[src/design/adc_host_pkg.sv]
package adc_host_pkg;

    // timing figures in their own units, cycle counts derived at 10 MHz
    localparam int CLK_PERIOD_NS         = 100;
    localparam int START_MIN_NS          = 500;
    localparam int START_TYPICAL_MIN_NS  = 300;
    localparam int BUFFER_ACCESS_MAX_NS  = 250;
    localparam int STANDALONE_VALID_NS   = 500;
    localparam int CONVERSION_MAX_US     = 30;
    localparam int DONE_RISE_MAX_US      = 2;

    localparam int START_MIN_CYC   = (START_MIN_NS + CLK_PERIOD_NS - 1) / CLK_PERIOD_NS;
    localparam int ACCESS_CYC      = (BUFFER_ACCESS_MAX_NS + CLK_PERIOD_NS - 1) / CLK_PERIOD_NS;
    localparam int VALID_CYC       = (STANDALONE_VALID_NS + CLK_PERIOD_NS - 1) / CLK_PERIOD_NS;
    localparam int CONV_WAIT_CYC   = (CONVERSION_MAX_US * 1000 + CLK_PERIOD_NS - 1)
                                     / CLK_PERIOD_NS;
    localparam int DONE_RISE_CYC   = DONE_RISE_MAX_US * 1000 / CLK_PERIOD_NS;

    localparam int RESULT_W        = 10;
    localparam int BYTE_W          = 8;
    localparam logic [7:0] LOW_BYTE_MASK = 8'hC0;
    localparam int CNT_W           = 12;

    // host command port
    typedef struct packed {
        logic       start;
        logic       read_high;
        logic       read_low;
        logic       read_word;
        logic       use_done;
        logic       standalone;
    } cmd_s;

    typedef struct packed {
        logic                 done;
        logic [RESULT_W-1:0]  result;
        logic [BYTE_W-1:0]    byte_data;
        logic                 busy;
        logic                 timeout;
    } rsp_s;

    // converter pins seen from the host
    typedef struct packed {
        logic convert;
        logic upper_byte_output_enable_n;
        logic lower_byte_output_enable_n;
    } pins_out_s;

    typedef enum logic [2:0] {
        ST_IDLE    = 3'b000,
        ST_START   = 3'b001,
        ST_RELEASE = 3'b010,
        ST_CONVERT = 3'b011,
        ST_READ    = 3'b100,
        ST_SETTLE  = 3'b101
    } state_e;

    typedef enum logic [1:0] {
        RD_HIGH = 2'b00,
        RD_LOW  = 2'b01,
        RD_WORD = 2'b10
    } read_kind_e;

endpackage

[src/design/pin_sync.sv]
`timescale 1ns/1ns
module pin_sync #(
    parameter int W = 1
) (
    // clock
    input  wire logic         clk_sys_i,
    input  wire logic         rst_i,
    input  wire logic         ce_i,
    // pins
    input  wire logic [W-1:0] async_i,
    output logic      [W-1:0] sync_o
);

    typedef struct packed {
        logic [W-1:0] meta;
        logic [W-1:0] sync;
    } state_s;

    state_s st_reg;
    state_s st_next;

    always_comb
    begin
        st_next = st_reg;
        if (ce_i)
        begin
            st_next.meta = async_i;
            st_next.sync = st_reg.meta;
        end
    end

    always_ff @(posedge clk_sys_i)
    begin
        if (rst_i)
            st_reg <= '{meta: '1, sync: '1};
        else
            st_reg <= st_next;
    end

    assign sync_o = st_reg.sync;

endmodule

[src/design/adc_host_ctrl.sv]
`timescale 1ns/1ns
// How it works
// RL1 - start pulse held high at least 500 ns
// RL2 - start stays high until done rises; the code releases it after DONE_RISE_CYC cycles if done stays low
// RL3 - converter raises done after internal reset
// RL4 - start width varies with previous lsb
// RL5 - result arrives left justified
// RL6 - upper enable eight msbs, lower two lsbs
// RL7 - low byte lower six bits are junk
// RL8 - host masks low byte with C0
// RL9 - no right justify option in converter
// RL10 - both enables together read ten bits
// RL11 - stand-alone: done drives enables, 500 ns valid
// RL12 - read strobe stretched past 250 ns access
// RL13 - host waits before reading after start
// RL14 - start rise resets, fall begins conversion
// RL15 - enables held high during conversion
// RL16 - without done, wait 30 us before reading
// RL17 - write base starts; reads base, base+1
// RL18 - result stable until next start rise
module adc_host_ctrl
    import adc_host_pkg::*;
#(
    parameter int CONV_WAIT = adc_host_pkg::CONV_WAIT_CYC
) (
    // clock and reset
    input  wire logic                        clk_sys_i,
    input  wire logic                        rst_i,
    input  wire logic                        ce_i,
    // host command port
    input  wire adc_host_pkg::cmd_s          cmd_i,
    input  wire logic                        addr_i,
    output adc_host_pkg::rsp_s               rsp_o,
    // converter pins
    output adc_host_pkg::pins_out_s          pins_o,
    input  wire logic                        conversion_done_n_i,
    input  wire logic [15:0]                 data_i
);
    import adc_host_pkg::*;

    typedef struct packed {
        state_e               state;
        read_kind_e           kind;
        logic [CNT_W-1:0]     cnt;
        logic [CNT_W-1:0]     wait_cnt;
        logic                 done_prev;
        logic                 use_done;
        logic                 standalone;
        pins_out_s            pins;
        rsp_s                 rsp;
    } state_s;

    state_s     st_reg;
    state_s     st_next;
    logic [16:0] pins_sync;
    logic        done_n_s;
    logic [15:0] data_s;

    // pins are asynchronous to the host clock
    pin_sync #(
        .W (17)
    ) pin_sync_inst (
        .clk_sys_i (clk_sys_i),
        .rst_i     (rst_i),
        .ce_i      (ce_i),
        .async_i   ({conversion_done_n_i, data_i}),
        .sync_o    (pins_sync[16:0])
    );
    assign done_n_s      = pins_sync[16];
    assign data_s        = pins_sync[15:0];

    function automatic logic [CNT_W-1:0] cyc(input int n);
        cyc = CNT_W'(n);
    endfunction

    always_comb
    begin
        st_next = st_reg;
        st_next.rsp.done = 1'b0;
        if (ce_i)
        begin
            st_next.done_prev = done_n_s;
            unique case (st_reg.state)
                ST_IDLE:
                begin
                    st_next.rsp.busy = 1'b0;
                    if (cmd_i.start && !addr_i)                         // RL17
                    begin
                        st_next.state         = ST_START;
                        st_next.pins.convert  = 1'b1;                   // RL2
                        st_next.cnt           = '0;
                        st_next.use_done      = cmd_i.use_done;
                        st_next.standalone    = cmd_i.standalone;
                        st_next.rsp.busy      = 1'b1;
                        st_next.rsp.timeout   = 1'b0;
                    end
                    else if (cmd_i.read_word)                          // RL10
                    begin
                        st_next.state = ST_READ;
                        st_next.kind  = RD_WORD;
                        st_next.cnt   = '0;
                        st_next.pins.upper_byte_output_enable_n = 1'b0;
                        st_next.pins.lower_byte_output_enable_n = 1'b0;
                        st_next.rsp.busy = 1'b1;
                    end
                    else if (cmd_i.read_high || cmd_i.read_low)
                    begin
                        // read_low or base+1 picks the low byte; read_high at base picks high
                        st_next.state = ST_READ;
                        st_next.kind  = (cmd_i.read_low || addr_i) ? RD_LOW : RD_HIGH; // RL17
                        st_next.cnt   = '0;
                        if (cmd_i.read_low || addr_i)
                            st_next.pins.lower_byte_output_enable_n = 1'b0; // RL6
                        else
                            st_next.pins.upper_byte_output_enable_n = 1'b0; // RL6
                        st_next.rsp.busy = 1'b1;
                    end
                end
                ST_START:
                begin
                    // hold convert until min width and done rising edge or done high, releasing anyway after DONE_RISE_CYC
                    st_next.cnt = st_reg.cnt + 1'b1;
                    if (!st_reg.done_prev && done_n_s)
                        st_next.state = ST_RELEASE;                     // RL3
                    else if (done_n_s && st_reg.cnt >= cyc(START_MIN_CYC - 1))
                        st_next.state = ST_RELEASE;
                    else if (st_reg.cnt >= cyc(DONE_RISE_CYC))
                        st_next.state = ST_RELEASE;                     // RL4
                end
                ST_RELEASE:
                begin
                    st_next.cnt = st_reg.cnt + 1'b1;
                    if (st_reg.cnt >= cyc(START_MIN_CYC - 1))          // RL1
                    begin
                        st_next.pins.convert = 1'b0;                    // RL14
                        st_next.state        = ST_CONVERT;
                        st_next.wait_cnt     = '0;
                    end
                end
                ST_CONVERT:
                begin
                    // enables stay high the whole conversion
                    st_next.wait_cnt = st_reg.wait_cnt + 1'b1;         // RL15
                    if (st_reg.use_done || st_reg.standalone)
                    begin
                        if (!done_n_s)
                        begin
                            if (st_reg.standalone)
                            begin
                                st_next.pins.upper_byte_output_enable_n = 1'b0; // RL11
                                st_next.pins.lower_byte_output_enable_n = 1'b0;
                                st_next.kind  = RD_WORD;
                                st_next.state = ST_SETTLE;
                                st_next.cnt   = '0;
                            end
                            else
                            begin
                                st_next.state    = ST_IDLE;
                                st_next.rsp.done = 1'b1;
                                st_next.rsp.busy = 1'b0;
                            end
                        end
                        else if (st_reg.wait_cnt >= cyc(CONV_WAIT - 1))
                        begin
                            // done never fell: give up rather than hang
                            st_next.state       = ST_IDLE;
                            st_next.rsp.timeout = 1'b1;
                            st_next.rsp.done    = 1'b1;
                            st_next.rsp.busy    = 1'b0;
                        end
                    end
                    else if (st_reg.wait_cnt >= cyc(CONV_WAIT - 1))    // RL16 RL13
                    begin
                        st_next.state    = ST_IDLE;
                        st_next.rsp.done = 1'b1;
                        st_next.rsp.busy = 1'b0;
                    end
                end
                ST_SETTLE:
                begin
                    st_next.cnt = st_reg.cnt + 1'b1;
                    // extra two cycles cover the pin synchroniser
                    if (st_reg.cnt >= cyc(VALID_CYC + 1))               // RL11
                    begin
                        st_next.rsp.result    = data_s[15:6];           // RL5
                        st_next.rsp.byte_data = data_s[15:8];
                        st_next.pins.upper_byte_output_enable_n = 1'b1;
                        st_next.pins.lower_byte_output_enable_n = 1'b1;
                        st_next.state    = ST_IDLE;
                        st_next.rsp.done = 1'b1;
                        st_next.rsp.busy = 1'b0;
                    end
                end
                ST_READ:
                begin
                    // stretched strobe: access time plus synchroniser delay
                    st_next.cnt = st_reg.cnt + 1'b1;
                    if (st_reg.cnt >= cyc(ACCESS_CYC + 1))             // RL12
                    begin
                        unique case (st_reg.kind)
                            RD_HIGH:
                            begin
                                st_next.rsp.byte_data = data_s[15:8];  // RL6
                                st_next.rsp.result    = {data_s[15:8],
                                                         st_reg.rsp.result[1:0]};
                            end
                            RD_LOW:
                            begin
                                // only the top two lines carry bits one and zero
                                st_next.rsp.byte_data = data_s[15:8] & LOW_BYTE_MASK; // RL7 RL8
                                st_next.rsp.result    = {st_reg.rsp.result[9:2],
                                                         data_s[15:14]};
                            end
                            default:
                            begin
                                // left justified word at the high end of the bus
                                st_next.rsp.result    = data_s[15:6];   // RL5 RL9 RL10
                                st_next.rsp.byte_data = data_s[15:8];
                            end
                        endcase
                        st_next.pins.upper_byte_output_enable_n = 1'b1;
                        st_next.pins.lower_byte_output_enable_n = 1'b1;
                        st_next.state    = ST_IDLE;
                        st_next.rsp.done = 1'b1;
                        st_next.rsp.busy = 1'b0;
                    end
                end
                default:
                    st_next.state = ST_IDLE;
            endcase
        end
        else
            st_next.rsp.done = st_reg.rsp.done;
    end

    always_ff @(posedge clk_sys_i)
    begin
        if (rst_i)
        begin
            st_reg <= '0;
            st_reg.state <= ST_IDLE;
            st_reg.kind <= RD_HIGH;
            st_reg.done_prev <= 1'b1;
            st_reg.pins <= '{convert: 1'b0,
                             upper_byte_output_enable_n: 1'b1,
                             lower_byte_output_enable_n: 1'b1};
        end
        else
            st_reg <= st_next;
    end

    assign rsp_o  = st_reg.rsp;
    assign pins_o = st_reg.pins;

endmodule

[config.mk]
export PLATFORM = sky130hd
export DESIGN_NAME = adc_host_ctrl
export DESIGN_NICKNAME = d
export VERILOG_FILES = /design/src/design/adc_host_pkg.sv /design/src/design/pin_sync.sv /design/src/design/adc_host_ctrl.sv
export SDC_FILE = /design/constraint.sdc
export NUM_CORES = 1
export LEC_CHECK = 0
export BUFFER_PORTS_ARGS = -buffer_cell sky130_fd_sc_hd__buf_4
export CAP_MARGIN = 20
export CORE_MARGIN = 3
export CORE_UTILIZATION = 50
export CTS_CLUSTER_DIAMETER = 120
export DETAILED_ROUTE_END_ITERATION = 8
export PLACE_DENSITY = 0.73
export SETUP_SLACK_MARGIN = 0.4
export SLEW_MARGIN = 25
export SYNTH_ARGS = -nofsm -noshare
export SYNTH_HDL_FRONTEND = slang
export SYNTH_HIERARCHICAL = 1
export SYNTH_SLANG_ARGS = --single-unit
[constraint.sdc]
create_clock -name clk_sys_i -period 2.8 [get_ports clk_sys_i]
set_input_delay 0.28 -clock clk_sys_i [delete_from_list [all_inputs] [get_ports clk_sys_i]]
set_output_delay 0.28 -clock clk_sys_i [all_outputs]
set_load 0.01 [all_outputs]
---- Word level (Yosys, flattened, before mapping) ----
Cells that the tools add are included.
word-level totals
  flip-flop bits (word level) ............. 90
  latch bits .............................. 0
  bits in writable memories ............... 0
  memory bits (read-only) ................. 0
  bits of input ports ..................... 27
  output and inout bits ................... 24
  word-level logic and storage cells ...... 138
  memories ................................ 0
operators by class
  $add $sub $neg .......................... 2
  multiply operators ...................... 0
  div/mod/pow operators ................... 0
  $lt $le $gt $ge ......................... 4
  eq/ne operators ......................... 26
  shifts and indexed selects .............. 0
  multiplexer cells ....................... 58
  bitwise logic cells ..................... 0
  reductions and logical operators ........ 30
operators by type and width
  kind                                                                     number
  18-bit case mux with 2 select lines                                      2
  22-bit 2-to-1 mux                                                        2
  14-bit 2-to-1 mux                                                        3
  12-bit case mux with 3 select lines                                      1
  17-bit 2-to-1 mux                                                        2
  3-bit 2-to-1 mux                                                         11
  12-bit by 1-bit adder with 12-bit output (second input constant)         2
  12-bit by 3-bit >= comparator with 1-bit output (second input constant)  2
  12-bit 2-to-1 mux                                                        2
  12-bit case mux with 2 select lines                                      1
  2-bit != test (second input constant)                                    11
  10-bit AND reduction                                                     2
  1-bit 2-to-1 mux                                                         19
  3-bit case mux with 6 select lines                                       1
  6-bit AND reduction                                                      3
  2-bit 2-to-1 mux                                                         8
  3-bit != test (second input constant)                                    5
  7-bit AND reduction                                                      2
  12-bit by 5-bit >= comparator with 1-bit output (second input constant)  1
  12-bit by 9-bit >= comparator with 1-bit output (second input constant)  1
  5-bit AND reduction                                                      2
  4-bit != test (second input constant)                                    2
  2-bit case mux with 4 select lines                                       1
  4-bit AND reduction                                                      2
  other kinds (20)                                                         32

---- Longest topological paths before layout ----
  word-level depth ........................ 6
  depth in mapped cells ................... 8
  gate-level depth less buffers ........... 6

---- By module ----
The synthesis kept the hierarchy.
modules (own cells, without submodules)
  module         instances  cells an instance  area each (µm²)  sequential area each (µm²)
  adc_host_ctrl  1          354                2991.6           1121.1
  pin_sync       1          130                1406.3           680.7

---- Least setup slack after synthesis ----
Ideal clock, no wire load.
  path kind ............................... register -> register
  start point ............................. register st_reg[46] in the netlist's numbering
  end point ............................... register st_reg (netlist bit rsp_o[16])
  setup time .............................. 117 ps
  arrival ................................. 1690 ps
  required time ........................... 2683 ps
  setup slack ............................. 993 ps
  cell stages (with the launch flop) ...... 8
  path buffers ............................ 2
  period minus slack after synthesis ...... 1807 ps
  cell sequence ........................... dfxtp_1 nor4_4 o2111ai_1 and3_1 buf_6 nor3b_4 buf_6 a22o_1
on the way
  word-level cells in the longest chain between the ends .. 3
  elaborated cells between the ends (all ways) .. 5
  classes of those cells .................. 2 x order compare; 2 x eq/ne; 1 x reduce/logical
RTL lines
  element                                                                    line                                        source
  start: declaration                                                         adc_host_ctrl.sv:53                         state_s st_reg;
  start signal: assignment                                                   adc_host_ctrl.sv:249                        st_reg <= st_next;
  12-bit by 3-bit >= comparator with 1-bit output, on equally long branches  adc_host_ctrl.sv:183, adc_host_ctrl.sv:198
  2-bit != test (no source line)                                             -
  5-bit AND reduction (no source line) *                                     -
Every way passes the cells marked *; elsewhere a longest branch is shown, timed or not.
A chain may end at the register's enable or synchronous reset.

---- Worst setup path in the final report ----
  start point ............................. register st_reg[53] in the netlist's numbering
  end point ............................... register st_reg (netlist bit rsp_o[2])
on the way
  word-level cells in the longest chain between the ends .. 3
  elaborated cells between the ends (all ways) .. 7
  classes of those cells .................. 4 x eq/ne; 1 x mux; 2 x reduce/logical
RTL lines
  element                                                               line                 source
  3-bit equality test                                                   adc_host_ctrl.sv:83  unique case (st_reg.state)
  2-bit != test (no source line) or 2-bit nonzero test (tied branches)  -
  4-bit AND reduction (no source line)                                  -
Several ways; a longest one is shown, not always the timed one.

==> results.md <==
* Post-route setup slack at around 600 ps
* Finish-stage setup viols at 0
* CTS sink cnt at 78
* Crit-path cells: buf_4 -> nor2b_1 -> o2111ai_1 -> and3_1 -> nor3b_4 -> buf_12 -> a22o_1
* Post-detail-place hpwl at 5732 µm
* CTS tree: done
* CTS Hold Bufs at 0
* Worst hold path type: in2reg
* Post-synth net total at about 470
* Crit path max fanout at 14
* Slew Limit Fails at 0
* Crit path DAT at roughly 2500 ps
* Storage cell area at 0.001562 mm²
* Fillcell total at 694
* Peak Freq at 454.5 MHz
* Tot GR Track Use at 0.1944
* Clk_lat worst skew at between 300 and 400 ps
* Commonest cells after routing, fill and taps aside: dfxtp_1 (78), buf_4 (51), nor2b_1 (31)
* DRT Pass-1 Iters at 6
* Total grt overflow at 0
* Largest net degree at the start of global routing at 49
* Worst Path Buf+Inv at 2
* Die span in x at approximately 95 µm
* Slew HR at 0.5794
* Critical path class: reg2reg
* Status: complete, no violations
* Clock buffer count from CTS at 9
* Cell row count at 31
* CP Capture Type: flop
* Routed vias/inst at 5.826
* DIE HEIGHT at between 90 and 100 µm
* Hold Slack at between 100 and 150 ps
* RSZ-0062 raised after global routing: false
* Pwr/cell area at 510.9 mW/mm²
* Worst VDD drop at 0.0003287 V
* Syn_area_per_cell at 8.897 µm²
* CTS root buf: clkbuf_8
* Layout cell share with drive strength beyond 1 at 0.1745
* Post-route ant nets at 0
* Crit-path max cell delay at slightly above 600 ps
* Commonest non-fill, non-tap cell in the layout: dfxtp_1
* Core Area at 0.007447 mm²
* Tightest Pin Transition at 630.8 ps
* Leak at 0.001634 µW
* H-tree Lvls at 3
* Synth warn at 6
* Ant diodes at 0
* Via count of the routed design at 3181
* Clk buf depth at 2
* Hold Fails Final Rpt at 0
* Post-route DRC at 0
* Total routed wirelength at 8302 µm
* Die area at 0.008965 mm²
* Max FFs per register at 32
* CP Data Required Time at 3060 ps
* Initial antenna violation count at 0
* Gpl congestion at a little under 0.9
* Area of the multi-input gates at 0.001904 mm²
* Final setup TNS at 0 ps
* Final Skew at between 9 and 10 ps
* First-pass GRT wire length at 13810 µm
* Mean routed wirelength per cell at 15.21 µm
* Mapped Cells at 442
* Starting Density at 0.5281
* Buffers on Ports at 44
* Clock-pin transition on the worst setup and hold timing paths at 90 ps
* Max cap viols at 0
* CP max-delay cell: dfxtp_1
* Tcrit/Tclk final at 0.7858
* Vias in the first global route at 2981
* Startpoint types: flop
* Mapped Area at 0.003933 mm²
* Tmin final at 2200 ps
* IO Pins at 51
* Synth-to-layout area growth at 6.681%
* Critical path's top delay family: simple AND/OR/NAND/NOR gates
* DRC marker count from the first detailed-route iteration at 224
* Pre-CTS WS at about 470 ps
* CTS resizes at 0
* Fin nets at about 470
## routing by layer
layer  vias up  routed length [µm]  global-route usage
li1       1573                   -                   -
met1      1487                3684              0.2395
met2       104                3924              0.3194
met3        17                 532             0.06853
met4         0                 161             0.05769
met5         -                   0                   0
## per-stage QoR
stage | std cells | instance area [µm²] | total power [µW] | util
finish | 546 | 4195 | 2143 | 0.5633
global route | 546 | 4195 | 2242 | 0.5633
CTS | 545 | 4172 | 2170 | 0.5601
detailed placement | 529 | 3999 | 1416 | 0.5370
global placement | 529 | 3999 | 1412 | 0.5370
floorplan | 442 | 3933 | 1373 | -
## repair_timing
| item | CTS | global route |
|---|---|---|
| endpoints found under the setup margin | 0 | 14 |
| setup buffers | 0 | 1 |
| endpoints found under the hold margin | 0 | 0 |
## worst reg2reg max path, stage by stage, from the launching register on
cell       delay (ps)
dfxtp_1           610
buf_4             230
nor2b_1           160
o2111ai_1         150
and3_1            370
nor3b_4           230
buf_12            170
a22o_1            180
## cell type report
| type | instances | share of cell area |
|---|---|---|
| clock buffer | 10 | 0.03042 |
| clock inverter | 6 | 0.01074 |
| inverter | 8 | 0.007158 |
| multi-input combinational | 293 | 0.4539 |
| sequential | 78 | 0.3722 |
| tap | 99 | 0.02953 |
| timing repair buffer | 52 | 0.09603 |
## path summary, 6_finish.rpt
kind	start	to	slack, ps	depth (start not counted)
hold / removal	data_i[8]	pin_sync_inst/st_reg[25]	120	2
hold reg to reg	pins_o[0]	pins_o[0]	460	2
setup reg to reg	st_reg[53]	rsp_o[2]	600	7
setup / recovery	st_reg[53]	rsp_o[2]	600	7
## where the power goes
| part | internal [µW] | switching (µW) | total (µW) |
|---|---|---|---|
| combinational | 97.4 | 116 | 213 |
| clock | 328 | 424 | 752 |
| sequential | 1150 | 32.6 | 1180 |
Power figures use the tool's default switching activity.
